<file path="src/design/rcs_pkg.sv">
package rcs_pkg;

  // ---------------------------------------------------------------
  // Register map (index, byte address is four times the index)
  // ---------------------------------------------------------------
  localparam logic [7:0] CTRL_IDX = 8'h04;
  localparam logic [7:0] XCTL_IDX = 8'h05;
  localparam logic [7:0] HOLD_IDX = 8'h08;
  localparam logic [7:0] CTRL_ADR = 8'h10;
  localparam logic [7:0] XCTL_ADR = 8'h14;
  localparam logic [7:0] HOLD_ADR = 8'h20;

  // ---------------------------------------------------------------
  // Field positions and reset values
  // ---------------------------------------------------------------
  localparam int LOAD_BIT = 1;
  localparam int SNAP_BIT = 0;
  localparam int FAIL_BIT = 5;
  localparam logic [7:0]  CTRL_RST = 8'h00;
  localparam logic [7:0]  XCTL_RST = 8'h00;
  localparam logic [31:0] HOLD_RST = 32'h0000_0000;

  // ---------------------------------------------------------------
  // Timing
  // ---------------------------------------------------------------
  localparam int CLK_PERIOD_NS = 25;
  localparam int MISS_TIME_NS  = 100000;
  localparam int MISS_CYC_INT  = MISS_TIME_NS / CLK_PERIOD_NS;
  localparam logic [12:0] MISS_CYCLES = 13'(MISS_CYC_INT);
  localparam logic [1:0]  SLOW_EDGES  = 2'h2;

  typedef struct packed {
    logic osc_en;
    logic mcd_en;
    logic fail;
    logic run;
    logic rsv;
    logic fast;
    logic load;
    logic snap;
  } rcs_ctrl_t;

  typedef struct packed {
    logic       gain_en;
    logic       xtal_mode;
    logic       bias_dbl;
    logic       valid;
    logic       lf_sel;
    logic [2:0] unused;
  } rcs_xctl_t;

endpackage : rcs_pkg

</file>
<file path="src/design/rcs_regs.sv">
// Notes on behaviour
// [RULE1] Control bit 7 switches oscillator on/off
// [RULE2] Control bit 6 enables missing-clock detector
// [RULE3] Fail flag set by timeout, software clears
// [RULE4] Software ignores fail flag while oscillator off
// [RULE5] Bit 4 runs timer; cleared holds value
// [RULE6] Bit 3 reserved, reads zero, write zero
// [RULE7] Software sets fast mode when sysclk fast
// [RULE8] Bit 1 loads timer, clears when done
// [RULE9] Bit 0 snapshots timer, clears when done
// [RULE10] Oscillator-control bit 7 enables gain control
// [RULE11] Bit 6 picks crystal or self-oscillate
// [RULE12] Bit 5 enables bias doubling
// [RULE13] Read-only bit 4 reports sufficient amplitude
// [RULE14] Crystal valid reads zero without bias doubling
// [RULE15] Bit 3 selects internal LF source, overriding
// [RULE16] Bits 2:0 read zero, writes ignored
// [RULE17] Detector fires after 100 us stuck clock
// [RULE18] Slow-mode transfers need running timer, two cycles
// [RULE19] Running timer increments each oscillator cycle
// [RULE20] Writing zero never cancels pending transfer
`timescale 1ns/100ps
`default_nettype none
module rcs_regs
  import rcs_pkg::*;
(
  // System
  input  wire logic        SYS_CLK,
  input  wire logic        RST,
  // Wishbone slave
  input  wire logic        CYC_I,
  input  wire logic        STB_I,
  input  wire logic        WE_I,
  input  wire logic [7:0]  ADR_I,
  input  wire logic [3:0]  SEL_I,
  input  wire logic [31:0] DAT_I,
  output var  logic [31:0] DAT_O,
  output var  logic        ACK_O,
  // Oscillator pins
  input  wire logic        RTC_OSC_IN,
  input  wire logic        AMP_OK_IN,
  // Oscillator controls
  output var  logic        OSC_ENABLE,
  output var  logic        MCD_ENABLE,
  output var  logic        GAIN_CTRL_EN,
  output var  logic        CRYSTAL_MODE,
  output var  logic        BIAS_DOUBLE_EN,
  output var  logic        LF_SOURCE_EN,
  // Timer
  output var  logic        TIMER_RUN,
  output var  logic [31:0] TIMER_VALUE
);

  // ---------------------------------------------------------------
  // State
  // ---------------------------------------------------------------
  rcs_ctrl_t   ctrl_q,   ctrl_d;
  rcs_xctl_t   xctl_q,   xctl_d;
  logic [31:0] hold_q,   hold_d;
  logic [31:0] timer_q,  timer_d;
  logic [31:0] dat_q,    dat_d;
  logic        ack_q;
  logic [12:0] miss_q,   miss_d;
  logic [1:0]  edges_q,  edges_d;
  logic        osc_r1_q, osc_r2_q, osc_r3_q;
  logic        amp_r1_q, amp_r2_q;
  logic        valid_q;

  // ---------------------------------------------------------------
  // Decode
  // ---------------------------------------------------------------
  wire         req       = CYC_I & STB_I;
  wire         wr_lane   = req & ack_q & WE_I & SEL_I[0];
  wire         hit_ctrl  = ADR_I == CTRL_ADR;
  wire         hit_xctl  = ADR_I == XCTL_ADR;
  wire         hit_hold  = ADR_I == HOLD_ADR;
  wire         wr_ctrl   = wr_lane & hit_ctrl;
  wire         wr_xctl   = wr_lane & hit_xctl;
  wire         wr_hold   = req & ack_q & WE_I & hit_hold;
  wire         osc_rise  = osc_r2_q & ~osc_r3_q;
  wire         osc_chg   = osc_r2_q ^ osc_r3_q;
  wire         pending   = ctrl_q.load | ctrl_q.snap;
  wire         det_on    = ctrl_q.osc_en & ctrl_q.mcd_en;                        // RULE2
  wire         miss_hit  = det_on & ~osc_chg & (miss_q == MISS_CYCLES - 13'h1); // RULE17
  wire         slow_step = pending & ~ctrl_q.fast & ctrl_q.run & osc_rise;       // RULE18
  wire         xfer_done = pending &                                             // RULE18
                           (ctrl_q.fast | (slow_step & (edges_q == SLOW_EDGES - 2'h1)));
  wire         do_load   = xfer_done & ctrl_q.load;
  wire         do_snap   = xfer_done & ctrl_q.snap;
  wire [7:0]   ctrl_rd   = {ctrl_q[7:4], 1'b0, ctrl_q[2:0]};                     // RULE6
  // Gated again here so a read never lags a bias-double clear
  wire [7:0]   xctl_rd   = {xctl_q.gain_en, xctl_q.xtal_mode, xctl_q.bias_dbl,
                            valid_q & xctl_q.bias_dbl, xctl_q.lf_sel, 3'h0};     // RULE14 RULE16

  assign dat_d = ~hit_ctrl & ~hit_xctl & ~hit_hold ? 32'h0000_0000 :
                 hit_hold ? hold_q :
                 hit_ctrl ? {24'h00_0000, ctrl_rd} : {24'h00_0000, xctl_rd};

  // ---------------------------------------------------------------
  // Control register
  // ---------------------------------------------------------------
  always_comb begin
    ctrl_d = ctrl_q;
    if (wr_ctrl) begin
      ctrl_d.osc_en = DAT_I[7]; // RULE1
      ctrl_d.mcd_en = DAT_I[6]; // RULE2
      ctrl_d.run    = DAT_I[4]; // RULE5
      ctrl_d.fast   = DAT_I[2];
    end
    ctrl_d.rsv  = 1'b0; // RULE6
    // Set wins over a clear in the same cycle
    ctrl_d.fail = miss_hit | (ctrl_q.fail & ~(wr_ctrl & ~DAT_I[FAIL_BIT])); // RULE3
    // A zero write leaves a pending transfer alone
    ctrl_d.load = (ctrl_q.load & ~xfer_done) | (wr_ctrl & DAT_I[LOAD_BIT]); // RULE8 RULE20
    ctrl_d.snap = (ctrl_q.snap & ~xfer_done) | (wr_ctrl & DAT_I[SNAP_BIT]); // RULE9 RULE20
  end

  always_comb begin
    xctl_d = xctl_q;
    if (wr_xctl) begin
      xctl_d.gain_en   = DAT_I[7]; // RULE10
      xctl_d.xtal_mode = DAT_I[6]; // RULE11
      xctl_d.bias_dbl  = DAT_I[5]; // RULE12
      xctl_d.lf_sel    = DAT_I[3]; // RULE15
    end
    xctl_d.valid  = 1'b0;
    xctl_d.unused = 3'h0; // RULE16
  end

  // ---------------------------------------------------------------
  // Timer, holding register, detector counters
  // ---------------------------------------------------------------
  assign timer_d = do_load ? hold_q :                                   // RULE8
                   (ctrl_q.run & osc_rise) ? timer_q + 32'h0000_0001 :  // RULE19
                   timer_q;                                             // RULE5
  // Software writes cannot race a snapshot: the copy wins
  assign hold_d  = do_snap ? timer_q :                                  // RULE9
                   wr_hold ? {SEL_I[3] ? DAT_I[31:24] : hold_q[31:24],
                              SEL_I[2] ? DAT_I[23:16] : hold_q[23:16],
                              SEL_I[1] ? DAT_I[15:8]  : hold_q[15:8],
                              SEL_I[0] ? DAT_I[7:0]   : hold_q[7:0]} : hold_q;
  // One-shot: counter saturates so the flag fires once per stall
  assign miss_d  = (~det_on | osc_chg) ? 13'h0000 :
                   (miss_q == MISS_CYCLES) ? miss_q : miss_q + 13'h0001; // RULE17
  assign edges_d = (~pending | xfer_done) ? 2'h0 :
                   slow_step ? edges_q + 2'h1 : edges_q;                  // RULE18

  always_ff @(posedge SYS_CLK) begin
    if (RST) begin
      ctrl_q  <= CTRL_RST;
      xctl_q  <= XCTL_RST;
      hold_q  <= HOLD_RST;
      timer_q <= 32'h0000_0000;
      miss_q  <= 13'h0000;
      edges_q <= 2'h0;
    end else begin
      ctrl_q  <= ctrl_d;
      xctl_q  <= xctl_d;
      hold_q  <= hold_d;
      timer_q <= timer_d;
      miss_q  <= miss_d;
      edges_q <= edges_d;
    end
  end

  // ---------------------------------------------------------------
  // Pin synchronisers
  // ---------------------------------------------------------------
  always_ff @(posedge SYS_CLK) begin
    if (RST) begin
      osc_r1_q <= 1'b0;
      osc_r2_q <= 1'b0;
      osc_r3_q <= 1'b0;
      amp_r1_q <= 1'b0;
      amp_r2_q <= 1'b0;
      valid_q  <= 1'b0;
    end else begin
      osc_r1_q <= RTC_OSC_IN;
      osc_r2_q <= osc_r1_q;
      osc_r3_q <= osc_r2_q;
      amp_r1_q <= AMP_OK_IN;
      amp_r2_q <= amp_r1_q;
      valid_q  <= amp_r2_q & xctl_q.bias_dbl; // RULE13 RULE14
    end
  end

  // ---------------------------------------------------------------
  // Bus answer and outputs
  // ---------------------------------------------------------------
  always_ff @(posedge SYS_CLK) begin
    if (RST) begin
      ack_q <= 1'b0;
      dat_q <= 32'h0000_0000;
    end else begin
      ack_q <= req & ~ack_q;
      dat_q <= (req & ~ack_q) ? dat_d : dat_q;
    end
  end

  assign DAT_O          = dat_q;
  assign ACK_O          = ack_q;
  assign OSC_ENABLE     = ctrl_q.osc_en;
  assign MCD_ENABLE     = ctrl_q.mcd_en;
  assign TIMER_RUN      = ctrl_q.run;
  assign TIMER_VALUE    = timer_q;
  assign GAIN_CTRL_EN   = xctl_q.gain_en;
  assign CRYSTAL_MODE   = xctl_q.xtal_mode;
  assign BIAS_DOUBLE_EN = xctl_q.bias_dbl;
  // Internal LF source overrides the crystal choice
  assign LF_SOURCE_EN   = xctl_q.lf_sel; // RULE15
endmodule : rcs_regs
`default_nettype wire

</file>
<file path="config.mk">
export PLATFORM = sky130hd
export DESIGN_NAME = rcs_regs
export DESIGN_NICKNAME = d
export VERILOG_FILES = /design/src/design/rcs_pkg.sv /design/src/design/rcs_regs.sv
export SDC_FILE = /design/constraint.sdc
export NUM_CORES = 1
export LEC_CHECK = 0
export BUFFER_PORTS_ARGS = -buffer_cell sky130_fd_sc_hd__buf_2
export CORE_ASPECT_RATIO = 1.4
export CORE_MARGIN = 2
export CORE_UTILIZATION = 49
export CTS_BUF_LIST = sky130_fd_sc_hd__clkbuf_16
export DETAILED_ROUTE_END_ITERATION = 16
export HOLD_SLACK_MARGIN = 0.1
export PLACE_DENSITY = 0.76
export SLEW_MARGIN = 20
export SYNTH_ARGS = -nofsm -noshare
export SYNTH_HDL_FRONTEND = slang
export SYNTH_SLANG_ARGS = --single-unit
</file>
<file path="constraint.sdc">
create_clock -name SYS_CLK -period 1.9 [get_ports SYS_CLK]
set_clock_uncertainty 0.1 [all_clocks]
set_input_delay 0 -clock SYS_CLK [delete_from_list [all_inputs] [get_ports SYS_CLK]]
set_output_delay 0 -clock SYS_CLK [all_outputs]
set_load 0.02 [all_outputs]
</file>
==> results of run 1 <==
layout make-up:
type                            instances  area (sq um)
Tap cell                              144           180
Clock buffer                           17           425
Clock inverter                         14           173
Inverter                                9          33.8
Multi-Input combinational cell        502          3120
Fill cell                             837          3270
Timing Repair Buffer                  228          1600
Sequential cell                       129          2590
per-layer routing:
| layer | GRT usage | routed length, microns | vias to the layer above | share of wire |
|---|---|---|---|---|
| met5 | 0 | 0 | - | 0 |
| met4 | 0.115 | 573 | 0 | 0.032 |
| met3 | 0.0600 | 951 | 50 | 0.053 |
| met2 | 0.494 | 9550 | 216 | 0.53 |
| met1 | 0.315 | 6810 | 2841 | 0.38 |
| li1 | - | - | 2834 | - |
critical path: stages:
cell and delay [ps]:
buf_2 110, dlygate4sd3_1 610, nor3_2 230, dlygate4sd3_1 590, o211ai_1 230, o31ai_1 320
logic make-up after synthesis:
group / Yosys count / share of synthesized area
multiplexers: 13 / 0.0226
AO/OA/AOI/OAI: 133 / 0.168
AND/OR/NAND/NOR: 314 / 0.262
flip-flops: 129 / 0.449
adder cells (fa/ha/maj): 5 / 0.0109
XOR/XNOR: 37 / 0.0564
buffers and inverters: 45 / 0.0307
cell usage in the layout (no fill, tap or decap), types with 17 or more instances in the layout:
| master | count |
|---|---|
| dfxtp_1 | 121 |
| buf_2 | 121 |
| nor2_1 | 119 |
| nand2_1 | 87 |
| dlygate4sd3_1 | 54 |
| buf_4 | 48 |
| a22oi_1 | 30 |
| a211oi_1 | 29 |
| a311oi_1 | 28 |
| xor2_1 | 22 |
| clkbuf_16 | 17 |
sequential cells by signal, indices dropped and copies added, names as in the netlist, 2 cells and up:
signal and count:
edges_q 2, hold_q 32, DAT_O 32, miss_q 13, TIMER_VALUE 32, ctrl_q 4
power by group through the flow:
stage	Clock, W	Sequential [W]	Combinational (W)
2_1_floorplan	0	0.00277	0.0000675
3_3_place_gp	0	0.00277	0.000156
3_5_place_dp	0	0.00277	0.000159
4_1_cts	0.00336	0.00271	0.000242
5_1_grt	0.00348	0.00271	0.000274
6_report	0.00334	0.00271	0.000258
worst max-delay path by stage:
stage	startpoint	endpoint	slack, ps
after floorplan	TIMER_VALUE[0]	TIMER_VALUE[28]	-20
after global placement	osc_r2_q	TIMER_VALUE[10]	-40
after detailed placement	osc_r2_q	TIMER_VALUE[10]	-50
after CTS	osc_r2_q	TIMER_VALUE[31]	10
after global routing	ADR_I[0]	DAT_O[6]	-60
final	ADR_I[0]	DAT_O[5]	30
what timing repair did:
item	in CTS	in global routing
hold buffers	53	1
pin swaps	0	6
buffers inserted	0	2
setup endpoints to repair	9	60
hold endpoints to repair	69	2
gates resized for setup	6	33
metrics by stage:
step	TNS (ps)	instance area, sq um	setup WS, ps	power (W)
final	0	8130	29.7	0.00631
after global routing	-211	8130	-60.7	0.00647
after CTS	0	7980	10.2	0.00631
after detailed placement	-58.1	6830	-48.9	0.00293
after global placement	-37.9	6830	-37.9	0.00293
after floorplan	-70.7	5750	-19.2	0.00284
==> impl_results.md, run 1 <==
* Status: finished, final reports clean
* DRT iter0 DRCs at 420
* R2R Setup Slk at ~60 ps
* Drt drc at 0
* P_int at 0.00500 W
* Dpl hpwl at roughly 12 mm
* Yosys top cell by area: dfxtp_1
* Hold Vio Cnt, Final at 0
* Period utilization at 0.984
* Top cells by area, synth: dfxtp_1, nor2_1, nand2_1
* First-pass GRT wire length at 28.2 mm
* Commonest cells post-synth: dfxtp_1, nor2_1, nand2_1
* Critical path type: input pin to flop
* Layout cell share with drive strength beyond 1 at 0.275
* Hold Crit Class: input pin to flop
* Sequential share of power at 0.430
* Critical path required time at 2130 ps
* WL per Instance at 17.1 microns
* Die area at ~13000 sq um
* Worst flop-to-flop path endpoint: TIMER_VALUE[31]
* Worst-Margin Slew at about 560 ps
* RSZ-0062 raised after global routing: yes
* # port buffers at between 100 and 150
* R2r startpoint: TIMER_VALUE[13]
* TritonCTS Buffers at 17
* Relative slew slack at 0.623
* Crit Path Max Fanout at 5
* Starting Density at 0.504
* Synth Register Bits at between 100 and 150
* H-tree levels at 4
* Lkg Pwr at 3.48 nW
* Synthesized net count at 732
* Row cnt at 46
* CTS max path bufs at 2
* Hold slack at 120 ps
* Core Util, Final at 0.713
* Peak Freq at 0.535 GHz
* GRT Overall Usage at 0.278
* TritonCTS Sinks at 129
* Syn avg cell area at between 8 and 9 sq um
* Worst R2R Path Depth at 5
* Switching Share at 0.208
* Clk_lat worst skew at 420 ps
* Netlist Area Pre-Place at ~5700 sq um
* Root buf cell: clkbuf_16
* CTS tree: done
* Cell variety after synth at 47
* Async set or reset register ratio after synthesis at 0
* Cells after synthesis at 676
* Synth top area share at 0.449
* Synth Warn # at 0
* Placed Cells at 956
* DR vias/cell at 5.70
* Final Max Tran Viols at 0
* First-pass DRT Iterations at 5
* PwrDens at about 780 nW/um^2
* Sequential area share after synthesis at 0.449
* Element type at the critical path start: input pin
* Worst hold start: ADR_I[3]
* Period minus WS final at 1870 ps
* Final net count at roughly 940
* Layout Cells excl Fill at 1043
* P&R area growth vs syn at 41.4%
* Clock power share at 0.529
* WP data arrival at 2100 ps
* Overall routed net length at 17.9 mm
* Number of global-route vias before repair at ~6.0k
* Number of max-cap violations at 0
* Comb pwr share at 0.041
* EDFF count, synth at 0
* RePlAce Congestion at 0.889
* Ant. Diodes at 0
* Net Sw Power at roughly 0.0013 W
* Routed Antenna Nets at 0
* Clock transition at path regs at 60 ps
* Setup-failing EPs final at 0
* Die width at around 96 microns
* Max VDD drop at roughly 0.65 mV
* Hold EP: DAT_O[7]
* Core area at between 10000 and 15000 sq um
* Die Ht at 132 microns
* Initial antenna violation count at 0
* Critical Path End Type: flop
* Most common cell in the netlist: dfxtp_1
* Primary FF master, synth: dfxtp_1
* Vias at 5941
* GRT overflow at 0
* Largest net degree at the start of global routing at 43
* Hold depth at 6
* Total I/O pin count at approximately 120
(Power assumes the default switching activity.)
==> run 2: changes to the inputs <==
--- a/config.mk
+++ b/config.mk
@@ -10,5 +10,5 @@
 export CORE_MARGIN = 2
 export CORE_UTILIZATION = 49
-export CTS_BUF_LIST = sky130_fd_sc_hd__clkbuf_16
+export CTS_BUF_LIST = sky130_fd_sc_hd__clkbuf_4 sky130_fd_sc_hd__clkbuf_8 sky130_fd_sc_hd__clkbuf_16
 export DETAILED_ROUTE_END_ITERATION = 16
 export HOLD_SLACK_MARGIN = 0.1
--- a/constraint.sdc
+++ b/constraint.sdc
@@ -3,3 +3,3 @@
 set_input_delay 0 -clock SYS_CLK [delete_from_list [all_inputs] [get_ports SYS_CLK]]
 set_output_delay 0 -clock SYS_CLK [all_outputs]
-set_load 0.02 [all_outputs]
+set_load 0.005 [all_outputs]
==> run 2 against run 1 <==
Compared with the run above: sequential share of layout area is 0.24 points lower; global-route usage hardly changed; core utilization is 0.43 points higher; largest power group unchanged; sequential power hardly changed; total power is 2.9% higher; design area is 0.60% higher.
==> impl_results.md, run 2 (synthesized netlist as in run 1, its figures left out) <==
* Status: finished, final reports clean
* R2R Setup Slk at 90 ps
* Non-Filler Cell Area, Final at 8170 sq um
* Fill cells at 836
* Row cnt at 46
* RePlAce Congestion at a little over 0.9
* Element type at the critical path start: input pin
* Relative slew slack at 0.585
* CTS tree: done
* Layout cell share with drive strength beyond 1 at 0.278
* PwrDens at 795 nW/um^2
* Core Util, Final at 0.717
* Total I/O pin count at ~120
* WL per Instance at 16.7 microns
* Lkg Pwr at 3.52 nW
* Final net count at 949
* Largest delay share family, worst path: buffers and inverters
* Critical path required time at 2150 ps
* Routed Antenna Nets at 0
* TritonCTS Sinks at around 130
* GRT Overall Usage at 0.278
* Number of global-route vias before repair at between 5k and 6k
* Placement Setup Slack at 12.9 ps
* P&R area growth vs syn at 42.2%
* H-tree levels at 4
* Clk_lat worst skew at 430 ps
* Post-DP Area at 6850 sq um
* Clock transition at path regs at 60 ps
* Core area at 11400 sq um
* Slowest-stage cell, CP: or4b_1
* Overall routed net length at about 18 mm
* Die width at ~96 microns
* WP data arrival at roughly 2100 ps
* Hold Crit Class: input pin to flop
* Total power at 0.00650 W
* First-pass DRT Iterations at 5
* DRT iter0 DRCs at 324
* Die area at 12600 sq um
* Cell Chain, Critical Path: dlygate4sd3_1, buf_2, or4b_1, buf_4, nor3_2, buf_12, a22oi_1, nor2_1
* Initial antenna violation count at 0
* Ant. Diodes at 0
* Dpl hpwl at 11.7 mm
* # port buffers at 122
* Worst-Margin Slew at approximately 620 ps
* Max incr delay on CP at 540 ps
* Peak Freq at 0.550 GHz
* Crit Path Max Fanout at 24
* DR vias/cell at 5.66
* Most common cell after layout, fill and taps aside: dfxtp_1
* Setup ws final at 81.2 ps
* Period utilization at 0.957
* Period minus WS final at between 1500 and 2000 ps
* Most frequent cells in the layout: dfxtp_1, nor2_1, buf_2
* Setup-failing EPs final at 0
* Die Ht at 132 microns
* Number of max-cap violations at 0
* Root buf cell: clkbuf_16
* Drt drc at 0
* Critical path type: input pin to flop
* Largest net degree at the start of global routing at 38
* Max VDD drop at 0.687 mV
* WP buf/inv at 4
* Final Max Tran Viols at 0
* First-pass GRT wire length at about 28 mm
* TritonCTS Buffers at 17
* GRT overflow at 0
* Starting Density at 0.504
* Vias at around 6k
* CTS max path bufs at 2
* Hold Vio Cnt, Final at 0
* Critical Path End Type: flop
* TNS Setup at 0 ps
[run 2: changes by cell type in the layout (fill, tap and decap cells not counted), moves of 3 or more]
cell / change
buf_4: +8
clkinv_1: -4
dfxtp_1: +3
dfxtp_2: -3
dlygate4sd3_1: -3
inv_6: +3
[run 2: power by group]
| group | internal [W] | total [W] | leakage (nW) | switching (W) |
|---|---|---|---|---|
| registers | 0.00271 | 0.00271 | 1.04 | 0.00000186 |
| logic | 0.000135 | 0.000258 | 2.18 | 0.000123 |
| clock network | 0.00221 | 0.00353 | 0.296 | 0.00132 |
[run 2: metrics by stage]
step                      hold WS, ps  instances
after floorplan                  28.2        676
after global placement            141        959
after detailed placement          144        959
after CTS                         108       1044
after global routing              168       1050
final                             138       1050
[run 2: repair_timing]
item,in CTS,in global routing
setup endpoints to repair,1,53
pin swaps,0,8
hold buffers,53,0
buffers inserted,0,7
gates resized for setup,1,29
hold endpoints to repair,84,0
[run 2: worst paths after layout]
check / startpoint / endpoint / cells after the start
min reg2reg: amp_r1_q / amp_r2_q / 1
max: ADR_I[6] / DAT_O[20] / 8
max reg2reg: osc_r3_q / TIMER_VALUE[10] / 8
min: ADR_I[1] / BIAS_DOUBLE_EN / 5
[run 2: cell type report]
cell class,instances,area [sq um],share of cell area
Multi-Input combinational cell,502,3090,0.378
Clock inverter,15,208,0.0254
Timing Repair Buffer,234,1650,0.202
Sequential cell,129,2590,0.317
Tap cell,144,180,0.0220
Inverter,9,33.8,0.00413
Clock buffer,17,425,0.0520
[run 2: metal layers]
metal	track usage	wire (microns)	part of all wire
met1	0.316	6820	0.39
met2	0.482	9220	0.52
met3	0.0629	973	0.055
met4	0.133	554	0.032
met5	0	0	0
[run 2: tightest hold or removal path, delay by kind of cell]
family	cells	cell delay, ps
buf+inv	1	110
mux	1	120
simple gates	3	400
